<file path="config.mk">
export PLATFORM = sky130hd
export DESIGN_NAME = thermal_overload_stage
export DESIGN_NICKNAME = d
export VERILOG_FILES = /design/src/logic/thermal_stage_pkg.sv /design/src/logic/thermal_overload_stage.sv
export SDC_FILE = /design/constraint.sdc
export NUM_CORES = 1
export LEC_CHECK = 0
export BUFFER_PORTS_ARGS = -buffer_cell sky130_fd_sc_hd__buf_2
export CORE_MARGIN = 2
export CORE_UTILIZATION = 45
export CTS_BUF_LIST = sky130_fd_sc_hd__clkbuf_8
export DETAILED_ROUTE_END_ITERATION = 8
export MAX_ROUTING_LAYER = met4
export PLACE_DENSITY = 0.86
export RECOVER_POWER = 25
export SETUP_SLACK_MARGIN = 0.05
export SLEW_MARGIN = 30
export SYNTH_ARGS = -nofsm -noshare
export SYNTH_HDL_FRONTEND = slang
export SYNTH_SLANG_ARGS = --single-unit
</file>
<file path="constraint.sdc">
create_clock -name mclk_in -period 2.1 [get_ports mclk_in]
set_input_delay 0 -clock mclk_in [delete_from_list [all_inputs] [get_ports mclk_in]]
set_output_delay 0 -clock mclk_in [all_outputs]
set_load 0.02 [all_outputs]
</file>
<file path="src/logic/thermal_stage_pkg.sv">
package thermal_stage_pkg;
  // thermal capacity and levels in 0.1 % units
  localparam int CAP_W = 11;
  localparam logic [10:0] ALARM1_LEVEL_RST = 11'h190;
  localparam logic [10:0] ALARM2_LEVEL_RST = 11'h190;
  localparam logic [10:0] INHIBIT_LEVEL_RST = 11'h320;
  localparam logic [10:0] TRIP_LEVEL_RST = 11'h3E8;
  // trip delay in 5 ms steps, 0 .. 3600 s
  localparam int DELAY_W = 20;
  localparam logic [19:0] TRIP_DELAY_RST = 20'h00000;
  localparam int DELAY_STEP_US = 5000;
  localparam int CLK_MHZ = 25;
  localparam int STEP_CYCLES = DELAY_STEP_US * CLK_MHZ;
  localparam int BLOCK_LEAD_MS = 5;
  // current in 0.1 % of nominal
  localparam logic [15:0] LIGHT_LOAD_LIMIT = 16'h000A;
  localparam logic [15:0] HIGH_OVL_LIMIT = 16'h07D0;
  // service factor, ambient k, nominal factor in 0.01 units
  localparam logic [9:0] UNITY_FACTOR = 10'h064;
  typedef enum logic [2:0] {
    COND_NORMAL = 3'b000,
    COND_ALARM1 = 3'b001,
    COND_ALARM2 = 3'b010,
    COND_INHIBIT = 3'b011,
    COND_TRIP = 3'b100,
    COND_BLOCKED = 3'b101
  } condition_t;
  typedef enum logic [2:0] {
    MODE_ON = 3'b000,
    MODE_BLOCKED = 3'b001,
    MODE_TEST = 3'b010,
    MODE_TEST_BLOCKED = 3'b011,
    MODE_OFF = 3'b100
  } mode_t;
  typedef enum logic [1:0] {
    LOAD_LIGHT = 2'b00,
    LOAD_NORMAL = 2'b01,
    LOAD_OVERLOADING = 2'b10,
    LOAD_HIGH = 2'b11
  } load_t;
endpackage

</file>
<file path="src/logic/thermal_overload_stage.sv">
`timescale 1ns/1ps
// Notes on behaviour
// RULE1: alarm 1 asserts when enabled and capacity reaches its level.
// RULE2: alarm 2 asserts likewise with its own independent level.
// RULE3: restart inhibit asserts when enabled and capacity reaches its level.
// RULE4: trip asserts after capacity reaches trip level plus settable delay.
// RULE5: block input is sampled once at each program cycle start.
// RULE6: pick-up while unblocked gives start and timing proceeds.
// RULE7: pick-up while blocked gives blocked, no timing, no outputs.
// RULE8: block during start clears start and resets like pick-up release.
// RULE9: blocker must assert block at least 5 ms before delay expiry.
// RULE10: settings may change while running; new set applies immediately.
// RULE11: condition code reported; when normal no output is driven. Code: condition ignores start_out and follows the other outputs one clock late.
// RULE12: behaviour mode reported only when per-node mode is allowed.
// RULE13: light load below 1 % nominal; normal load below trip limit.
// RULE14: overloading between pick-up and 2 In; high overload above 2 In.
// RULE15: invalid service factor uses 1.0 and flags a fault while present.
// RULE16: invalid ambient settings use 1.0 and flag an ambient fault.
// RULE17: invalid nominal current settings use 1.0 and flag a fault.
// RULE18: contradictory ambient k settings flag while they persist.
// RULE19: outputs drop in the cycle capacity falls below their level.
module thermal_overload_stage #(
  parameter int STEP_CYC = thermal_stage_pkg::STEP_CYCLES
) (
  input wire logic mclk_in,
  input wire logic rst_in,
  input wire logic cycle_tick_in,
  input wire logic [thermal_stage_pkg::CAP_W-1:0] capacity_in,
  input wire logic block_in,
  input wire logic alarm1_en_in,
  input wire logic [thermal_stage_pkg::CAP_W-1:0] alarm1_level_in,
  input wire logic alarm2_en_in,
  input wire logic [thermal_stage_pkg::CAP_W-1:0] alarm2_level_in,
  input wire logic inhibit_en_in,
  input wire logic [thermal_stage_pkg::CAP_W-1:0] inhibit_level_in,
  input wire logic trip_en_in,
  input wire logic [thermal_stage_pkg::CAP_W-1:0] trip_level_in,
  input wire logic [thermal_stage_pkg::DELAY_W-1:0] trip_delay_in,
  input wire logic [15:0] current_in,
  input wire logic [15:0] pickup_current_in,
  input wire logic [2:0] mode_in,
  input wire logic node_mode_allowed_in,
  input wire logic [9:0] service_factor_in,
  input wire logic service_factor_bad_in,
  input wire logic ambient_bad_in,
  input wire logic ambient_k_conflict_in,
  input wire logic nominal_bad_in,
  output logic alarm1_out,
  output logic alarm2_out,
  output logic inhibit_out,
  output logic trip_out,
  output logic start_out,
  output logic blocked_out,
  output thermal_stage_pkg::condition_t condition_out,
  output logic mode_valid_out,
  output thermal_stage_pkg::mode_t mode_out,
  output thermal_stage_pkg::load_t load_out,
  output logic [9:0] service_factor_out,
  output logic sf_fault_out,
  output logic ambient_fault_out,
  output logic [9:0] ambient_k_out,
  output logic nominal_fault_out,
  output logic [9:0] nominal_factor_out,
  output logic ambient_conflict_out
);
  import thermal_stage_pkg::*;

  typedef struct packed {
    logic blk_s1;
    logic blk_s2;
    logic blk_cyc;
    logic a1;
    logic a2;
    logic inh;
    logic trip;
    logic start;
    logic blocked;
    logic [DELAY_W-1:0] steps;
    logic [31:0] sub;
    condition_t cond;
    logic mvalid;
    mode_t mode;
    load_t load;
    logic [9:0] sf;
    logic sf_f;
    logic amb_f;
    logic [9:0] amb_k;
    logic nom_f;
    logic [9:0] nom_k;
    logic amb_c;
  } state_t;

  state_t st;
  state_t next_st;
  logic pick;

  function automatic logic reached(input logic [CAP_W-1:0] cap,
                                   input logic [CAP_W-1:0] lvl);
    reached = cap >= lvl;
  endfunction

  always_comb begin
    next_st = st;
    // block pin through two flops, then latched once per program cycle
    next_st.blk_s1 = block_in;
    next_st.blk_s2 = st.blk_s1;
    pick = trip_en_in && reached(capacity_in, trip_level_in);
    if (cycle_tick_in) begin
      next_st.blk_cyc = st.blk_s2; // RULE5
      // levels compared against live settings each cycle
      next_st.a1 = alarm1_en_in && // RULE10
                   reached(capacity_in, alarm1_level_in); // RULE1 RULE19
      next_st.a2 = alarm2_en_in &&
                   reached(capacity_in, alarm2_level_in); // RULE2 RULE19
      next_st.inh = inhibit_en_in &&
                    reached(capacity_in, inhibit_level_in); // RULE3 RULE19
      if (!pick) begin
        next_st.start = 1'b0;
        next_st.blocked = 1'b0;
        next_st.trip = 1'b0; // RULE19
        next_st.steps = '0;
        next_st.sub = '0;
      end else if (st.blk_s2) begin
        // blocked pick-up, or start released by a new block
        next_st.start = 1'b0; // RULE7 RULE8
        next_st.blocked = 1'b1; // RULE7
        next_st.trip = 1'b0;
        next_st.steps = '0;
        next_st.sub = '0;
      end else begin
        next_st.start = 1'b1; // RULE6
        next_st.blocked = 1'b0;
      end
      if (st.blk_s2) begin
        next_st.a1 = 1'b0;
        next_st.a2 = 1'b0;
        next_st.inh = 1'b0;
      end
    end
    // trip delay timer runs while started; a tick that drops the
    // pick-up or blocks the stage wins over the timer
    if (st.start && next_st.start && !st.trip && !st.blk_cyc) begin
      if (st.steps >= trip_delay_in) begin
        next_st.trip = 1'b1; // RULE4
      end else if (st.sub >= 32'(STEP_CYC - 1)) begin
        next_st.sub = '0;
        next_st.steps = st.steps + 1'b1;
      end else begin
        next_st.sub = st.sub + 32'h1;
      end
    end
    if (st.trip) next_st.cond = COND_TRIP; // RULE11
    else if (st.blocked) next_st.cond = COND_BLOCKED;
    else if (st.inh) next_st.cond = COND_INHIBIT;
    else if (st.a2) next_st.cond = COND_ALARM2;
    else if (st.a1) next_st.cond = COND_ALARM1;
    else next_st.cond = COND_NORMAL;
    next_st.mvalid = node_mode_allowed_in; // RULE12
    next_st.mode = node_mode_allowed_in ? mode_t'(mode_in) : MODE_ON;
    if (current_in < LIGHT_LOAD_LIMIT) next_st.load = LOAD_LIGHT; // RULE13
    else if (current_in > HIGH_OVL_LIMIT) next_st.load = LOAD_HIGH; // RULE14
    else if (current_in > pickup_current_in) next_st.load = LOAD_OVERLOADING;
    else next_st.load = LOAD_NORMAL;
    next_st.sf_f = service_factor_bad_in; // RULE15
    next_st.sf = service_factor_bad_in ? UNITY_FACTOR : service_factor_in;
    next_st.amb_f = ambient_bad_in; // RULE16
    next_st.amb_k = UNITY_FACTOR;
    next_st.nom_f = nominal_bad_in; // RULE17
    next_st.nom_k = UNITY_FACTOR;
    next_st.amb_c = ambient_k_conflict_in; // RULE18
  end

  always_ff @(posedge mclk_in) begin
    if (rst_in) begin
      st <= '0;
    end else begin
      st <= next_st;
    end
  end

  assign alarm1_out = st.a1;
  assign alarm2_out = st.a2;
  assign inhibit_out = st.inh;
  assign trip_out = st.trip;
  assign start_out = st.start;
  assign blocked_out = st.blocked;
  assign condition_out = st.cond;
  assign mode_valid_out = st.mvalid;
  assign mode_out = st.mode;
  assign load_out = st.load;
  assign service_factor_out = st.sf;
  assign sf_fault_out = st.sf_f;
  assign ambient_fault_out = st.amb_f;
  assign ambient_k_out = st.amb_k;
  assign nominal_fault_out = st.nom_f;
  assign nominal_factor_out = st.nom_k;
  assign ambient_conflict_out = st.amb_c;

  AST_ALARM1_SET: assert property ( // RULE1 RULE10
    @(posedge mclk_in) disable iff (rst_in)
    cycle_tick_in && alarm1_en_in && !st.blk_s2 &&
    capacity_in >= alarm1_level_in |=> alarm1_out)
    else $error("alarm 1 missed");
  AST_ALARM2_SET: assert property ( // RULE2
    @(posedge mclk_in) disable iff (rst_in)
    cycle_tick_in && alarm2_en_in && !st.blk_s2 &&
    capacity_in >= alarm2_level_in |=> alarm2_out)
    else $error("alarm 2 missed");
  AST_INHIBIT_SET: assert property ( // RULE3
    @(posedge mclk_in) disable iff (rst_in)
    cycle_tick_in && inhibit_en_in && !st.blk_s2 &&
    capacity_in >= inhibit_level_in |=> inhibit_out)
    else $error("inhibit missed");
  AST_TRIP_NEEDS_START: assert property ( // RULE4
    @(posedge mclk_in) disable iff (rst_in)
    $rose(trip_out) |-> $past(start_out))
    else $error("trip without start");
  AST_TRIP_DELAY: assert property ( // RULE4
    @(posedge mclk_in) disable iff (rst_in)
    $rose(trip_out) |-> $past(st.steps) >= $past(trip_delay_in))
    else $error("trip before its delay");
  AST_BLOCK_SAMPLED: assert property ( // RULE5
    @(posedge mclk_in) disable iff (rst_in)
    !cycle_tick_in |=> $stable(start_out) && $stable(blocked_out))
    else $error("block acted between ticks");
  AST_BLOCK_NO_TRIP: assert property ( // RULE7
    @(posedge mclk_in) disable iff (rst_in)
    cycle_tick_in && st.blk_s2 |=> !trip_out && !start_out)
    else $error("blocked stage operated");
  AST_BLOCK_RELEASE: assert property ( // RULE8
    @(posedge mclk_in) disable iff (rst_in)
    cycle_tick_in && pick && st.blk_s2 && start_out |=>
    !start_out && blocked_out)
    else $error("start not released by block");
  AST_START_SET: assert property ( // RULE6
    @(posedge mclk_in) disable iff (rst_in)
    cycle_tick_in && pick && !st.blk_s2 |=> start_out)
    else $error("start missed");
  AST_DROP_CLEARS: assert property ( // RULE19
    @(posedge mclk_in) disable iff (rst_in)
    cycle_tick_in && !pick |=> !trip_out && !start_out)
    else $error("trip held below its level");
  AST_NORMAL_QUIET: assert property ( // RULE11
    @(posedge mclk_in) disable iff (rst_in)
    !trip_out && !blocked_out && !inhibit_out && !alarm1_out &&
    !alarm2_out |=> condition_out == COND_NORMAL)
    else $error("condition not normal");
  AST_ALARM_DROP: assert property ( // RULE19
    @(posedge mclk_in) disable iff (rst_in)
    cycle_tick_in && capacity_in < alarm1_level_in |=> !alarm1_out)
    else $error("alarm 1 held");
  AST_ALARM2_DROP: assert property ( // RULE19
    @(posedge mclk_in) disable iff (rst_in)
    cycle_tick_in && capacity_in < alarm2_level_in |=> !alarm2_out)
    else $error("alarm 2 held");
  AST_INHIBIT_DROP: assert property ( // RULE19
    @(posedge mclk_in) disable iff (rst_in)
    cycle_tick_in && capacity_in < inhibit_level_in |=> !inhibit_out)
    else $error("inhibit held");
  AST_MODE_HIDDEN: assert property ( // RULE12
    @(posedge mclk_in) disable iff (rst_in)
    !node_mode_allowed_in |=> !mode_valid_out && mode_out == MODE_ON)
    else $error("mode shown while not allowed");
  AST_MODE_SHOWN: assert property ( // RULE12
    @(posedge mclk_in) disable iff (rst_in)
    node_mode_allowed_in |=> mode_valid_out && mode_out == $past(mode_in))
    else $error("mode not shown");
  AST_LIGHT: assert property ( // RULE13
    @(posedge mclk_in) disable iff (rst_in)
    current_in < LIGHT_LOAD_LIMIT |=> load_out == LOAD_LIGHT)
    else $error("light load missed");
  AST_NORMAL_LOAD: assert property ( // RULE13
    @(posedge mclk_in) disable iff (rst_in)
    current_in >= LIGHT_LOAD_LIMIT && current_in <= HIGH_OVL_LIMIT &&
    current_in <= pickup_current_in |=> load_out == LOAD_NORMAL)
    else $error("normal load missed");
  AST_OVERLOADING: assert property ( // RULE14
    @(posedge mclk_in) disable iff (rst_in)
    current_in >= LIGHT_LOAD_LIMIT && current_in <= HIGH_OVL_LIMIT &&
    current_in > pickup_current_in |=> load_out == LOAD_OVERLOADING)
    else $error("overloading missed");
  AST_HIGH_OVL: assert property ( // RULE14
    @(posedge mclk_in) disable iff (rst_in)
    current_in > HIGH_OVL_LIMIT |=> load_out == LOAD_HIGH)
    else $error("high overload missed");
  AST_SF_OVERRIDE: assert property ( // RULE15
    @(posedge mclk_in) disable iff (rst_in)
    service_factor_bad_in |=> sf_fault_out &&
    service_factor_out == UNITY_FACTOR)
    else $error("service factor not overridden");
  AST_SF_CLEAR: assert property ( // RULE15
    @(posedge mclk_in) disable iff (rst_in)
    !service_factor_bad_in |=> !sf_fault_out &&
    service_factor_out == $past(service_factor_in))
    else $error("service factor fault shown without cause");
  AST_AMB_OVERRIDE: assert property ( // RULE16
    @(posedge mclk_in) disable iff (rst_in)
    ambient_bad_in |=> ambient_fault_out &&
    ambient_k_out == UNITY_FACTOR)
    else $error("ambient factor not overridden");
  AST_NOM_OVERRIDE: assert property ( // RULE17
    @(posedge mclk_in) disable iff (rst_in)
    nominal_bad_in |=> nominal_fault_out &&
    nominal_factor_out == UNITY_FACTOR)
    else $error("nominal factor not overridden");
  AST_AMB_CONFLICT: assert property ( // RULE18
    @(posedge mclk_in) disable iff (rst_in)
    1'b1 |=> ambient_conflict_out == $past(ambient_k_conflict_in))
    else $error("ambient conflict flag wrong");
  COV_TRIP: cover property (@(posedge mclk_in) disable iff (rst_in)
    $rose(trip_out));
  COV_BLOCKED: cover property (@(posedge mclk_in) disable iff (rst_in)
    $rose(blocked_out));
  COV_RELEASE: cover property (@(posedge mclk_in) disable iff (rst_in)
    start_out ##1 blocked_out);
  COV_ALARM1: cover property (@(posedge mclk_in) disable iff (rst_in)
    $rose(alarm1_out));
  COV_INHIBIT: cover property (@(posedge mclk_in) disable iff (rst_in)
    $rose(inhibit_out));
endmodule // thermal_overload_stage

</file>
# == Word-level counts from Yosys, hierarchy flattened ==
# Cells that the tools add are included.
# totals
ff_bits,104
inputBits,133
out_inout_bits,49
elab_cells,72
# classes
addsub,2
n_lt_le_gt_ge,9
muxes,21
bitwise_logic,1
n_reduce_logical,14
# ops
cell,count
$mux 52,3
$mux 55,2
$ge 11x11->1,4
$add 32x1->32 const B,1
$ge 32x17->1 const B,1
$mux 32,1
$add 20x1->20 const B,1
$ge 20x20->1,1
$mux 20,1
$mux 19,1
$gt 16x11->1 const B,1
$gt 16x16->1,1
$lt 16x4->1 const B,1
$mux 2,5
$mux 3,3
$reduce_or 2->1,4
$logic_and 1x1->1,7
$mux 7,1
$mux 1,4
$reduce_or 3->1,1
$logic_not 1->1,2
$not 1->1,1

# == Logic depth before layout (Yosys ltp) ==
# logic_depth
depth_word,8
mapped_depth,10
mapped_depth_nobuf,8

# == Worst setup path before layout ==
# No wires, ideal clock.
# synth_path
path_kind,register to register
start,register st[84] in the netlist's numbering
end,register st[82] in the netlist's numbering
setup_ns,0.070
t_arrival_ns,2.086
t_required_ns,2.030
setup_slack_ns,-0.056
path_stages_with_launch,9
n_path_buf,1
period_less_slack_ns,2.156
cell_sequence,dfxtp_1 > ha_1 > a21o_1 > a221o_1 > a21oi_2 > o21ai_2 > buf_2 > or4_1 > a21oi_1
# synth_via
elab_chain_len,3
# synth_rtl
item,line_no,text
from (decl),thermal_overload_stage.sv:93,state_t st;
from (signal assigned),thermal_overload_stage.sv:177,st <= next_st;
$ge 20x20->1,thermal_overload_stage.sv:143,if (st.steps >= trip_delay_in) begin
$mux 52,thermal_overload_stage.sv:143,
$mux 52,thermal_overload_stage.sv:142,if (st.start && next_st.start && !st.trip && !st.blk_cyc) begin
# No other way between the ends.
# A chain may end at the register's enable or synchronous reset.

# == Worst setup path in the final report ==
# layout_path
start,register st[86] in the netlist's numbering
end,register st[79] in the netlist's numbering
# Same word-level chain as after synthesis.

==> results.cfg <==
[routing]
route.detailed.vias_per_inst = 5.642
iter_0_drt_violations = 503
num_vias = 6533
routed_wirelength_um = 18590
final_antenna_net_count = 0
drt-pass1-iter-count = 5
residual_drc_count = 0
wl_per_cell_um = 16.06

[cts]
cts_buffers = 9
ctsLongestPathBuffers = 2
path_clk_slew_ps = 100
cts_tree = built
htree_levels = 3
clk_root_buffer_cell = clkbuf_8
clock_sink_count = 85
clock_insertion_delay_worst_skew_ps = 370

[sta]
transition_time_at_the_pin_with_the_least_slew_margin_ps = 1048
report.final.hold_viol_count = 0
final_period_minus_worst_setup_slack_ps = 2334
timing_max_transition_violations_final = 0
finalSetupTns_ps = -3271
timing.clock.skew_ps = 17.85
slew_headroom_pct = 30.15
fin_hold_ws_ps = 42.26
finalWorstSetupSlack_ps = -234.0
setup_repair_after_global_routing_missed_its_margin = true
period_share_pct = 111.1
finalSetupViolCount = 34
fmax_mhz = 428.5

[synthesis]
synth-seq-cells = 85
post_synth_and_or_nand_nor_area_fraction_pct = 23.37
netlist.area_leader.share_pct = 28.01
yosys-top-cells-count = 90 x inv_1, 85 x dfxtp_1, 82 x ha_1, 41 x nand3_1, 38 x buf_4
synth-seq-area-share_pct = 28.01
postSynth.asyncResetShare_pct = 0
yosysMostFrequentCell = inv_1
synth_compound_gate_area_share_pct = 17.96
syn-instance-count = 733
yosys.area_share.adder_pct = 16.89
syn_area_mm2 = 0.006076
dominantRegCellSynth = dfxtp_1
synth_edf_count = 0
synth-warning-count = 0
synthMuxAreaShare_pct = 1.153
synthDistinctLibCells = 63
synth_xor_xnor_area_share_pct = 0
netlist_top_cells_area = dfxtp_1 28%, ha_1 17%, inv_1 5.6%
synthesis.area_per_instance_um2 = 8.289
combinational_family_with_the_most_area_after_synthesis = simple AND/OR/NAND/NOR gates
synth.largest_area_cell = dfxtp_1

[floorplanning]
die_h_um = 120.2
die_area_mm2 = 0.01445
boundaryPins = 182
core_area_mm2 = 0.01319
placementRows = 42
die_w_um = 120.2
initial_core_util_pct = 46.06

[flow_run]
maxCapViolCount = 0

[power]
static-leakage-power_nw = 3.949
power.ir.vdd_worst_mv = 0.3147
p_per_area_mw_per_mm2 = 431.5
power_total_mw = 3.662

[grt]
maximum_number_of_pins_on_one_net_before_global_route_repair = 20
grt_usage_pct = 25.50
first_global_vias = 6528
grt_antenna_before_repair = 0
wire_length_of_the_first_global_routing_pass_um = 29460
grt_overflow_total = 0

[status]
failed_checks = negative setup slack
status = finished, violations left

[placement]
dp_hpwl_um = 12800
port-buffer-count = 167
dp_worst_setup_slack_ps = -166.8
finalWeightedCongestion = 0.9321

[critical_path]
cp_cell_sequence = ha_4, and2_4, a221o_1, a21oi_2, o21ai_2, buf_12, buf_8, buf_4, or3_4, a21oi_2
worstSetupEndpointType = register
worst-endpoint-arrival_ps = 2640
critical_path_class = register to register
crit_path_max_incr_delay_ps = 370
critical-path-slowest-cell = dfxtp_4
cell_repeated_most_along_the_worst_path = a21oi_2
critPathRequiredTime_ps = 2410
crit_path_max_fanout = 7
start_kind = register

[cells_and_area]
layout.filler_cells = 1010
final_nets = 1192
final_layout_size_suffix_gt1_share_pct = 36.25
antenna_diode_count = 0
area.growth.synth_to_final_pct = 39.66

[min_path]
worstHoldPathType = input pin to register
cells in the final DEF (no fill, tap or decap), drive strengths merged, types with 3 or more instances in the layout:
cell         Yosys  final
a211oi          17     17
inv             90     90
conb             1     14
clkbuf          11     17
nand2           27     27
nand3           42     42
nand2b           7      7
nor2            29     29
o21a            15     15
dlygate4sd3      0     30
a21o            10     10
and3            19     19
a31oi            4      4
o211ai           4      4
clkinvlp         0      3
a2111oi          5      5
o22ai            9      9
nand4           21     22
o21ai           26     26
or3             16     16
o31ai           15     15
and2            12     12
and4             7      7
nor4            12     12
dfxtp           85     85
nor3            23     23
nor2b           12     12
a21oi           34     34
buf             52    245
or4             16     16
mux2i            7      7
ha              82     82
worst paths after layout:
path | slack (ps) | cells after the start | endpoint | startpoint
setup / recovery | -230 | 10 | st[79]$_SDFF_PP0_ | st[86]$_SDFF_PP0_
hold / removal | 40 | 5 | load_out[1]$_SDFF_PP0_ | current_in[15]
hold reg to reg | 450 | 1 | st[102]$_SDFF_PP0_ | next_st[102]$_SDFF_PP0_
setup reg to reg | -230 | 10 | st[79]$_SDFF_PP0_ | st[86]$_SDFF_PP0_
metal layers:
layer / GRT usage, % / part of all wire, % / up-vias
li1: - / - / 3104
met3: 5.094 / 6.7 / 53
met4: 7.941 / 2.6 / 0
met2: 44.25 / 51 / 315
met5: - / 0 / -
met1: 29.73 / 40 / 3061
report_power, final:
part	leakage (nW)	switching, mW	internal [mW]	total [mW]
Sequential	0.695	0.0120	1.64	1.65
Clock	0.0943	0.633	0.578	1.21
Combinational	3.16	0.438	0.361	0.800
sequential cells by signal (all words and copies together), names as in the netlist, 2 cells and up:
name and count:
st 54, service_factor_out 10, condition_out 3, mode_out 3
load_out 2
critical path: cells and delay by family, from the launching register on:
family | cells | cell delay [ps]
and+or+nand+nor | 2 | 510
adders and majority gates | 1 | 220
AOI/OAI and AO/OA | 4 | 790
DFF | 1 | 370
buffers and inverters | 3 | 380
metrics by stage:
stage	cell area (µm²)	utilization, %	std cells
final	8486	64.33	1158
after global routing	8486	64.33	1158
after CTS	8188	62.08	1151
after detailed placement	7403	56.13	1096
after global placement	7403	56.13	1096
after floorplan	6198	-	746
area by class of cell:
cell class | count | area (µm²) | share of cell area (%)
inverter | 90 | 337.8 | 3.981
clock buffer | 10 | 137.6 | 1.622
clock inverter | 6 | 62.56 | 0.7372
timing repair buffer | 282 | 1896 | 22.34
multi-input combinational | 509 | 4119 | 48.54
tap | 176 | 220.2 | 2.595
sequential | 85 | 1713 | 20.19
cell families (layout without fill, tap and decap cells):
kind of cell | after synthesis | after routing
buf+inv | 153 | 388
flops | 85 | 85
fa+ha+maj | 82 | 82
compound gates | 158 | 158
other cells | 1 | 14
simple gates | 247 | 248
mux | 7 | 7
what timing repair did:
action                     in CTS  in global routing
gates resized for setup        39                 47
hold endpoints to repair       25                  0
pin swaps                      32                 20
setup endpoints to repair      48                 56
cloned                          2                  2
hold buffers                   30                  0
buffers inserted                7                  7
No activity file was read; power rests on OpenSTA's default activity.
